$ cat src/acq_pkg.sv
// Purpose: Shared constants and types for the analog input acquisition controller.
// Assumes: 200 MHz system clock, classic Wishbone register access with 32-bit data.
// Notes: Register offsets are byte addresses of aligned 32-bit words.
package acq_pkg;
    localparam int CLK_HZ = 200_000_000;
    localparam int SCAN_MAX_SPS = 48_000;
    localparam int SCAN_MIN_CYCLES = (CLK_HZ + SCAN_MAX_SPS - 1) / SCAN_MAX_SPS;
    localparam int LED_BLINK_MS = 100;
    localparam int LED_BLINK_CYCLES = (CLK_HZ / 1000) * LED_BLINK_MS;

    localparam int FIFO_DEPTH = 32;
    localparam int FIFO_AW = 5;
    localparam int BLOCK_LEN = 8;
    localparam int RESULT_W = 14;

    localparam logic [7:0] ADDR_CTRL = 8'h00;
    localparam logic [7:0] ADDR_CMD = 8'h04;
    localparam logic [7:0] ADDR_CHANS = 8'h08;
    localparam logic [7:0] ADDR_PACE = 8'h0c;
    localparam logic [7:0] ADDR_STATUS = 8'h10;
    localparam logic [7:0] ADDR_SINGLE = 8'h14;
    localparam logic [7:0] ADDR_IRQ_STAT = 8'h18;
    localparam logic [7:0] ADDR_IRQ_MASK = 8'h1c;

    localparam int CMD_SINGLE_BIT = 0;
    localparam int CMD_START_BIT = 1;
    localparam int CMD_STOP_BIT = 2;

    localparam int IRQ_SINGLE_BIT = 0;
    localparam int IRQ_OVERRUN_BIT = 1;
    localparam int IRQ_BLOCK_BIT = 2;
    localparam int IRQ_W = 3;

    localparam logic [2:0] RANGE_10V = 3'h1;
    localparam logic [6:0] CTRL_RESET = 7'h00;
    localparam logic [15:0] PACE_RESET = 16'h1047;

    // Gain codes 0..7 select +-20, 10, 5, 4, 2.5, 2, 1.25 and 1 V.
    typedef struct packed {
        logic [2:0] gain;
        logic sync_in;
        logic trig_rising;
        logic trig_en;
        logic diff;
    } ctrl_t;

    typedef struct packed {
        logic [2:0] single_chan;
        logic [2:0] high_chan;
        logic [2:0] low_chan;
    } chans_t;

    typedef struct packed {
        logic start;
        logic [2:0] chan;
        logic diff;
        logic [2:0] range;
    } conv_req_t;

    typedef enum logic {C_IDLE, C_BUSY} conv_state_t;
endpackage

$ cat src/analog_input_acquisition_ctrl.sv
// Purpose: Analog input acquisition control: single conversions, paced scans, FIFO and block drain.
// Assumes: Converter answers each start with one conv_done_i pulse; host link reports enumeration.
// Notes: Registers are reached over classic Wishbone; ack follows a request by one cycle.
//
// Our own choices: the register addresses and the Wishbone interface to the registers.
`timescale 1ns/10ps

// Function
// - One sample per single command, result before next.
// - Scan samples a list of up to eight channels.
// - Scan converts into FIFO until host stops it; the code also ends the scan on FIFO overrun.
// - FIFO drains to host in multi-word blocks.
// - Aggregate scan rate never exceeds 48 kS/s; the code clamps only the internal pace, and sync input pacing has no limit.
// - Scan starts on command or external trigger edge.
// - Indicator steady on when enumerated and idle.
// - Indicator blinks while a transfer is in progress.
// - Indicator cannot be disabled by any setting.
// - Eight single-ended or four differential channels.
// - Results 14-bit differential, 13-bit single-ended.
// - Single-ended forces the plus-minus 10 V range.
// - Trigger edge selectable rising or falling.
// - Sync terminal paces scans as output or input.
// - Differential gain selects one of eight ranges.
module analog_input_acquisition_ctrl
    import acq_pkg::*;
#(
    parameter int SCAN_MIN_PERIOD = SCAN_MIN_CYCLES,
    parameter int LED_BLINK_PERIOD = LED_BLINK_CYCLES
) (
    input wire logic clk_i,
    input wire logic rst_i,
    input wire logic wb_cyc_i,
    input wire logic wb_stb_i,
    input wire logic wb_we_i,
    input wire logic [7:0] wb_adr_i,
    input wire logic [3:0] wb_sel_i,
    input wire logic [31:0] wb_dat_i,
    output logic [31:0] wb_dat_o,
    output logic wb_ack_o,
    output logic irq_o,
    output conv_req_t conv_o,
    input wire logic conv_done_i,
    input wire logic [RESULT_W-1:0] conv_data_i,
    input wire logic external_start_input_i,
    input wire logic sync_i,
    output logic sync_o,
    output logic sync_oe_o,
    output logic blk_valid_o,
    output logic [15:0] blk_data_o,
    output logic blk_last_o,
    input wire logic blk_ready_i,
    input wire logic usb_enumerated_i,
    output logic led_o
);
    function automatic logic [31:0] merge_sel(input logic [31:0] old, input logic [31:0] nw, input logic [3:0] sel);
        logic [31:0] r;
        r = old;
        for (int i = 0; i < 4; i++) begin
            if (sel[i]) begin
                r[i*8 +: 8] = nw[i*8 +: 8];
            end
        end
        return r;
    endfunction

    function automatic logic [2:0] clamp_chan(input logic [2:0] ch, input logic diff);
        return diff ? {1'b0, ch[1:0]} : ch;
    endfunction

    function automatic logic [15:0] fmt_result(input logic [RESULT_W-1:0] d, input logic diff);
        return diff ? {2'h0, d} : {3'h0, d[RESULT_W-1:1]};
    endfunction

    ctrl_t ctrl;
    chans_t chans;
    conv_state_t cstate;
    logic [15:0] pace, single_result, pace_cnt, period;
    logic [IRQ_W-1:0] irq_stat, irq_mask;
    logic single_valid, single_pend, scanning, armed, sample_pend, pace_tick, trig_prev, sync_prev, src_scan;
    logic sending, blink;
    logic [2:0] scan_chan, low_ch, high_ch;
    logic [15:0] fifo_mem [FIFO_DEPTH];
    logic [FIFO_AW-1:0] wr_ptr, rd_ptr;
    logic [FIFO_AW:0] fifo_cnt;
    logic [3:0] blk_left;
    logic [31:0] blink_cnt;
    logic wr_req, rd_req, cmd_single, cmd_start, cmd_stop, trig_edge, sync_rise;
    logic push, pop, overrun, block_start, single_done;

    assign wr_req = wb_cyc_i && wb_stb_i && wb_we_i && !wb_ack_o;
    assign rd_req = wb_cyc_i && wb_stb_i && !wb_we_i && !wb_ack_o;
    assign cmd_single = wr_req && wb_adr_i == ADDR_CMD && wb_sel_i[0] && wb_dat_i[CMD_SINGLE_BIT];
    assign cmd_start = wr_req && wb_adr_i == ADDR_CMD && wb_sel_i[0] && wb_dat_i[CMD_START_BIT];
    assign cmd_stop = wr_req && wb_adr_i == ADDR_CMD && wb_sel_i[0] && wb_dat_i[CMD_STOP_BIT];
    assign low_ch = clamp_chan(chans.low_chan, ctrl.diff);
    assign high_ch = clamp_chan(chans.high_chan, ctrl.diff);
    // A programmed period below the 48 kS/s floor is raised to the floor.
    assign period = (pace < 16'(SCAN_MIN_PERIOD)) ? 16'(SCAN_MIN_PERIOD) : pace;
    assign trig_edge = ctrl.trig_rising ? (external_start_input_i && !trig_prev)
                                        : (!external_start_input_i && trig_prev);
    assign sync_rise = sync_i && !sync_prev;
    assign push = cstate == C_BUSY && conv_done_i && src_scan;
    assign overrun = push && fifo_cnt == (FIFO_AW+1)'(FIFO_DEPTH);
    assign pop = sending && blk_ready_i;
    assign block_start = !sending && fifo_cnt >= (FIFO_AW+1)'(BLOCK_LEN);
    assign single_done = cstate == C_BUSY && conv_done_i && !src_scan;

    // Wishbone slave: one wait state, unmapped reads return zero.
    always_ff @(posedge clk_i) begin
        if (rst_i) begin
            wb_ack_o <= 1'b0;
            wb_dat_o <= 32'h0000_0000;
        end else begin
            wb_ack_o <= wb_cyc_i && wb_stb_i && !wb_ack_o;
            if (rd_req) begin
                case (wb_adr_i)
                    ADDR_CTRL: wb_dat_o <= {25'h0, ctrl};
                    ADDR_CHANS: wb_dat_o <= {21'h0, chans.single_chan, 1'b0, chans.high_chan, 1'b0, chans.low_chan};
                    ADDR_PACE: wb_dat_o <= {16'h0, pace};
                    ADDR_STATUS: wb_dat_o <= {21'h0, fifo_cnt, 1'b0, sending, single_pend, armed, scanning};
                    ADDR_SINGLE: wb_dat_o <= {single_valid, 15'h0, single_result};
                    ADDR_IRQ_STAT: wb_dat_o <= {29'h0, irq_stat};
                    ADDR_IRQ_MASK: wb_dat_o <= {29'h0, irq_mask};
                    default: wb_dat_o <= 32'h0000_0000;
                endcase
            end
        end
    end

    always_ff @(posedge clk_i) begin
        if (rst_i) begin
            ctrl <= CTRL_RESET;
            chans <= '0;
            pace <= PACE_RESET;
            irq_mask <= '0;
        end else if (wr_req) begin
            case (wb_adr_i)
                ADDR_CTRL: ctrl <= ctrl_t'(7'(merge_sel({25'h0, ctrl}, wb_dat_i, wb_sel_i)));
                ADDR_CHANS: begin
                    chans.low_chan <= wb_sel_i[0] ? wb_dat_i[2:0] : chans.low_chan;
                    chans.high_chan <= wb_sel_i[0] ? wb_dat_i[6:4] : chans.high_chan;
                    chans.single_chan <= wb_sel_i[1] ? wb_dat_i[10:8] : chans.single_chan;
                end
                ADDR_PACE: pace <= 16'(merge_sel({16'h0, pace}, wb_dat_i, wb_sel_i));
                ADDR_IRQ_MASK: irq_mask <= IRQ_W'(merge_sel({29'h0, irq_mask}, wb_dat_i, wb_sel_i));
                default: ;
            endcase
        end
    end

    // Sticky events; a new event in the clearing cycle survives the clear.
    always_ff @(posedge clk_i) begin
        if (rst_i) begin
            irq_stat <= '0;
            irq_o <= 1'b0;
        end else begin
            irq_stat <= (irq_stat & ~((wr_req && wb_adr_i == ADDR_IRQ_STAT && wb_sel_i[0]) ? wb_dat_i[IRQ_W-1:0] : '0))
                      | {block_start, overrun, single_done};
            irq_o <= |(irq_stat & irq_mask);
        end
    end

    always_ff @(posedge clk_i) begin
        if (rst_i) begin
            trig_prev <= 1'b0;
            sync_prev <= 1'b0;
        end else begin
            trig_prev <= external_start_input_i;
            sync_prev <= sync_i;
        end
    end

    // Scan run control: start arms on trigger when selected, stop and overrun end it.
    always_ff @(posedge clk_i) begin
        if (rst_i) begin
            scanning <= 1'b0;
            armed <= 1'b0;
        end else if (cmd_stop || overrun) begin
            scanning <= 1'b0;
            armed <= 1'b0;
        end else if (cmd_start && !scanning) begin
            scanning <= !ctrl.trig_en;
            armed <= ctrl.trig_en;
        end else if (armed && trig_edge) begin
            scanning <= 1'b1;
            armed <= 1'b0;
        end
    end

    // Pacing: internal divider drives the sync pin, or the sync pin paces us.
    always_ff @(posedge clk_i) begin
        if (rst_i || !scanning) begin
            pace_cnt <= 16'h0000;
            pace_tick <= 1'b0;
        end else if (ctrl.sync_in) begin
            pace_cnt <= 16'h0000;
            pace_tick <= sync_rise;
        end else if (pace_cnt >= period - 16'h0001) begin
            pace_cnt <= 16'h0000;
            pace_tick <= 1'b1;
        end else begin
            pace_cnt <= pace_cnt + 16'h0001;
            pace_tick <= 1'b0;
        end
    end

    assign sync_o = pace_tick && !ctrl.sync_in;
    assign sync_oe_o = !ctrl.sync_in;

    always_ff @(posedge clk_i) begin
        if (rst_i || !scanning) begin
            sample_pend <= 1'b0;
        end else if (pace_tick) begin
            sample_pend <= 1'b1;
        end else if (cstate == C_IDLE) begin
            sample_pend <= 1'b0;
        end
    end

    // A single command is taken only when nothing single is outstanding.
    always_ff @(posedge clk_i) begin
        if (rst_i) begin
            single_pend <= 1'b0;
        end else if (cmd_single && !single_pend && !scanning) begin
            single_pend <= 1'b1;
        end else if (single_done) begin
            single_pend <= 1'b0;
        end
    end

    always_ff @(posedge clk_i) begin
        if (rst_i) begin
            cstate <= C_IDLE;
            src_scan <= 1'b0;
            conv_o <= '0;
            scan_chan <= 3'h0;
        end else begin
            conv_o.start <= 1'b0;
            conv_o.diff <= ctrl.diff;
            conv_o.range <= ctrl.diff ? ctrl.gain : RANGE_10V;
            if (!scanning && !armed) begin
                scan_chan <= low_ch;
            end
            case (cstate)
                C_IDLE: begin
                    if (scanning && sample_pend) begin
                        conv_o.start <= 1'b1;
                        conv_o.chan <= scan_chan;
                        src_scan <= 1'b1;
                        cstate <= C_BUSY;
                        scan_chan <= (scan_chan >= high_ch) ? low_ch : scan_chan + 3'h1;
                    end else if (single_pend && !scanning) begin
                        conv_o.start <= 1'b1;
                        conv_o.chan <= clamp_chan(chans.single_chan, ctrl.diff);
                        src_scan <= 1'b0;
                        cstate <= C_BUSY;
                    end
                end
                C_BUSY: begin
                    if (conv_done_i) begin
                        cstate <= C_IDLE;
                    end
                end
                default: cstate <= C_IDLE;
            endcase
        end
    end

    // Single result stays valid until the host reads it.
    always_ff @(posedge clk_i) begin
        if (rst_i) begin
            single_result <= 16'h0000;
            single_valid <= 1'b0;
        end else if (single_done) begin
            single_result <= fmt_result(conv_data_i, ctrl.diff);
            single_valid <= 1'b1;
        end else if (rd_req && wb_adr_i == ADDR_SINGLE) begin
            single_valid <= 1'b0;
        end
    end

    // Scan FIFO; a push into a full FIFO is dropped and flagged as overrun.
    always_ff @(posedge clk_i) begin
        if (rst_i) begin
            wr_ptr <= '0;
            rd_ptr <= '0;
            fifo_cnt <= '0;
        end else begin
            if (push && !overrun) begin
                fifo_mem[wr_ptr] <= fmt_result(conv_data_i, ctrl.diff);
                wr_ptr <= wr_ptr + FIFO_AW'(1);
            end
            if (pop) begin
                rd_ptr <= rd_ptr + FIFO_AW'(1);
            end
            fifo_cnt <= fifo_cnt + (FIFO_AW+1)'(push && !overrun) - (FIFO_AW+1)'(pop);
        end
    end

    // Block drain: a block only starts once a full block is buffered.
    always_ff @(posedge clk_i) begin
        if (rst_i) begin
            sending <= 1'b0;
            blk_left <= 4'h0;
        end else if (block_start) begin
            sending <= 1'b1;
            blk_left <= 4'(BLOCK_LEN);
        end else if (pop) begin
            blk_left <= blk_left - 4'h1;
            sending <= blk_left != 4'h1;
        end
    end

    assign blk_valid_o = sending;
    assign blk_data_o = fifo_mem[rd_ptr];
    assign blk_last_o = sending && blk_left == 4'h1;

    // Indicator has no enable: steady when enumerated, blinking during transfers.
    always_ff @(posedge clk_i) begin
        if (rst_i || !sending) begin
            blink_cnt <= 32'h0000_0000;
            blink <= 1'b1;
        end else if (blink_cnt >= 32'(LED_BLINK_PERIOD - 1)) begin
            blink_cnt <= 32'h0000_0000;
            blink <= !blink;
        end else begin
            blink_cnt <= blink_cnt + 32'h0000_0001;
        end
    end

    always_ff @(posedge clk_i) begin
        if (rst_i) begin
            led_o <= 1'b0;
        end else begin
            led_o <= usb_enumerated_i && blink;
        end
    end
endmodule

$ cat config.mk
export PLATFORM = sky130hd
export DESIGN_NAME = analog_input_acquisition_ctrl
export DESIGN_NICKNAME = d
export VERILOG_FILES = /design/src/acq_pkg.sv /design/src/analog_input_acquisition_ctrl.sv
export SDC_FILE = /design/constraint.sdc
export NUM_CORES = 1
export LEC_CHECK = 0
export BUFFER_PORTS_ARGS = -buffer_cell sky130_fd_sc_hd__clkbuf_2
export CAP_MARGIN = 25
export CELL_PAD_IN_SITES_DETAIL_PLACEMENT = 0
export CELL_PAD_IN_SITES_GLOBAL_PLACEMENT = 1
export CORE_MARGIN = 1
export CORE_UTILIZATION = 30
export DETAILED_ROUTE_END_ITERATION = 12
export GPL_ROUTABILITY_DRIVEN = 0
export PLACE_DENSITY_LB_ADDON = 0.1
export SETUP_SLACK_MARGIN = 0.4
export SLEW_MARGIN = 20
export SYNTH_ARGS = -nofsm -noshare
export SYNTH_HDL_FRONTEND = slang
export SYNTH_SLANG_ARGS = --single-unit
$ cat constraint.sdc
create_clock -name clk_i -period 9 [get_ports clk_i]
set_input_delay 0.9 -clock clk_i [delete_from_list [all_inputs] [get_ports clk_i]]
set_output_delay 0.9 -clock clk_i [all_outputs]
set_load 0.1 [all_outputs]
==> results <==
- The final layout contains 2038 nets.
- The total global-route track usage is 15.89%.
- The die outline height is 293.2 um.
- Before antenna repair, the detailed router went through 7 iterations.
- The total count of max-transition violations in the final report was 0.
- In this run the tool buffered the top-level ports with 95 buffer cells.
- After synthesis, the most frequently instantiated cells are edfxtp_1, nor2_1, dfxtp_1.
- The global-route wire length before repair is 101000 um.
- The via count of the first global-routing pass is 15540.
- The synthesized-area fraction occupied by ao, oa, aoi and oai cells is 6.793%.
- The master cell of the clock root buffer is clkbuf_16.
- In this run the worst hold path is classified as flop to flop.
- The post-route antenna net violation count is 0.
- For this configuration, the core starts out at a cell density of 30.35%.
- The cell area power density is 227.9 mW/mm^2.
- Summing all multi-input logic gate instances after layout gives 0.008137 mm^2.
- The overall overflow remaining after global route is 0.
- In the synthesized netlist the async set-or-reset flop fraction comes to 0%.
- The final worst clock skew is 0.02242 ns.
- The wire-length estimate of the detail-placed layout is 42720 um.
- The final count of hold timing violations came to 0.
- For this design, the sink count on the clock tree is 616.
- For the pin with the worst max-slew slack, the measured transition is 1.012 ns.
- The critical path data required time is 8.10 ns.
- Of all nets on the critical path, the largest fanout is 48.
- The most instantiated library cell after synthesis is edfxtp_1.
- After synthesis, the netlist uses 70 different library cells.
- For met1 alone, demand over resource in global routing was 20.75%.
- The analysis attributes to cell leakage a power of 9.615 nW.
- After technology mapping, the gate count stands at 1808.
- The number of setup buffers added after CTS is 0.
- Entering global routing, the biggest net connects 79 pins.
- The number of gates resized after CTS was 0.
- The clock period minus final worst setup slack is 5.181 ns.
- Summing all placed instances gives a cell area of 0.02724 mm^2.
- The synthesized design contains 616 register bits.
- The number of warnings issued by yosys is 0.
- The worst path uses 57.57% of the clock period.
- The endpoint type of the worst setup path is an output port.
- For this run, the leading register cell type out of synthesis is edfxtp_1.
- The detailed-route DRC error count is 0.
- The initial antenna violation count is 3.
- The final layout contains routed wiring with a total length of 67390 um.
- Summing over every cut layer, the via total after detailed routing is 14890.
- The critical path in this run is classified as flop to output port.
- The simple-gate share of the synthesized area is 9.272%.
- The worst vdd rail ir drop is 0.1103 mV.
- The area growth from synthesis to layout is 17.00%.
- The placeable core region is 0.08382 mm^2.
- By area, the combinational part of the netlist is dominated by multiplexers.
- Timing would allow up to 0.1930 GHz.
- Counting flops with a built-in enable in the synthesized netlist gives 448.
- The clock latency reported for the late side of the worst-skew pair is 0.62 ns.
- Setup total negative slack on the finished layout was measured at 0 ns.
- The final number of setup-violating endpoints is 0.
- The area share of the leading cell type in the synthesized netlist is 52.89%.
- Across the run, the number of max-cap violations was 0.
- In this run the tightest slew margin relative to its limit is 32.47%.
- The flow ran to the end, and the final reports show no timing, DRC or antenna violations.
- After detailed routing, the number of vias per cell comes to 4.771.
- The maximum buffer depth of the clock tree is 3.
- For the worst setup path, the data arrival time is 4.28 ns.
- Setup repair after global routing left no endpoint under its margin.
- The area of all placed cells without fillers is 0.02976 mm^2.
- The CTS tree is built.
- The H-tree generated during clock tree synthesis spans 3 levels.
- The synthesized area per cell is 14.07 um^2.
- In this run, post-CTS hold repair placed 0 buffers.
- The area of the mapped netlist is 0.02544 mm^2.
- The detailed router's first-iteration violation count is 814.
- The register cell area after layout is 0.01682 mm^2.
- The worst setup path is launched from a flop.
- Ranked by total cell area, the synthesized netlist is headed by edfxtp_1, dfxtp_1, mux2i_1.
- The share of layout cells above drive strength 1 is 17.02%.
- The met2 layer usage reported by global route is 27.41%.
- From left edge to right edge, the die measures 293.2 um.
- The number of top-level design ports is 131.
- The fraction of synthesized cell area in xor and xnor cells is 1.997%.
- The number of filler cells placed in the layout is 8158.
- The met3 track utilization from global routing is 2.640%.
- The clock input transition at the sequential cells of the worst setup and hold paths is 0.06 ns.
- The fraction of synthesized area in multiplexers is 11.31%.
- The top cell type by total area after synthesis is edfxtp_1.
- The sequential fraction of the synthesis area is 66.11%.
- The area enclosed by the die boundary is 0.08595 mm^2.
- The total CTS buffers is 74.
- Dividing the detail-routed wire length by the instance count gives 21.59 um.
- The most utilized layer in the global route result is met2.
- In this run the core area contains 106 standard-cell rows.
- The share of synthesized cell area in full adder, half adder and majority cells is 2.046%.
flip-flops by register name (all words and copies together) (netlist names), 4 cells and up, named ones only:
name and cells:
fifo_mem 448, single_result 14, wr_ptr 5, rd_ptr 5, ctrl 7, chans 9
wb_dat_o 17, blink_cnt 32, blk_left 4, fifo_cnt 6, pace 16, conv_o 8
pace_cnt 16
through the flow:
step / setup slack [ns] / hold WS (ns) / total power, mW / cells / util (%)
2_1_floorplan: 4.075 / 0.4290 / 3.628 / 1831 / -
3_3_place_gp: 4.175 / 0.4424 / 3.793 / 2985 / 32.48
3_5_place_dp: 4.347 / 0.4411 / 3.799 / 2986 / 32.50
4_1_cts: 3.675 / 0.4391 / 6.880 / 3119 / 35.47
5_1_grt: 3.628 / 0.4625 / 7.036 / 3120 / 35.50
6_report: 3.819 / 0.4523 / 6.781 / 3121 / 35.50
report_power, final:
group / internal [mW] / switching (mW) / leakage [nW] / total, mW
clock network: 1.87 / 1.18 / 1.22 / 3.05
registers: 3.06 / 0.0385 / 5.33 / 3.10
logic: 0.204 / 0.421 / 3.07 / 0.625
total: 5.14 / 1.64 / 9.62 / 6.78
final cells by class:
class,instances,share of cell area [%]
sequential,616,56.53
multi-input combinational,1073,27.34
clock buffer,96,6.782
tap,1134,4.768
timing repair buffer,130,2.569
clock inverter,37,1.572
inverter,34,0.4288
antenna,1,0.008409
cells by family after synthesis:
group,count (synthesis)
compound gates,250
xor+xnor,58
fa+ha+maj,41
buf+inv,142
flops,616
mux,212
other cells,1
simple gates,488
worst paths after layout:
path               start            end  slack, ns  cells after the start
min reg2reg  wb_dat_o[8]    wb_dat_o[8]       0.45                      1
max                 flop  blk_data_o[3]       3.82                      7
min          wb_dat_o[8]    wb_dat_o[8]       0.45                      1
max reg2reg      pace[4]      pace_tick       4.54                     16
placed cells by master (no fill, tap or decap), types with 10 or more instances in the layout:
cell       count
xor2_1        41
conb_1        24
clkbuf_2      94
a22oi_1       50
mux2i_1      139
inv_1         32
nand3_1       48
bufinv_16     10
nor2_2        15
clkinv_2      12
nor2_1       176
nand2b_1      15
nand4_1       19
edfxtp_1     448
a31oi_1       16
a2111oi_0     15
clkbuf_1      17
mux2_2        14
clkinv_1      12
o211ai_1      11
nor2b_1       26
nor4_1        11
a211oi_1      23
clkbuf_16     77
and3_1        16
o21ai_0       29
buf_4         34
a22o_1        18
ha_1          40
dfxtp_1      166
nand2_1       86
nor3_1        29
a21oi_1       51
xnor2_1       17
mux4_2        59
layer usage:
metal | vias up | share of wire [%] | wire [um]
met4 | 0 | 1.9 | 1291
li1 | 7081 | - | -
met3 | 84 | 3.0 | 2004
met1 | 7515 | 45 | 30590
met2 | 211 | 50 | 33500
met5 | - | 0 | 0
worst max-delay path, stage by stage, from the launching register on:
cell	delay (ns)
dfxtp_4	0.84
buf_4	0.67
mux2i_1	0.16
a22o_1	0.26
a2111oi_0	0.76
a31oi_1	0.26
nand3_1	0.18
clkbuf_2	0.47
No activity file was read; power rests on OpenSTA's default activity.
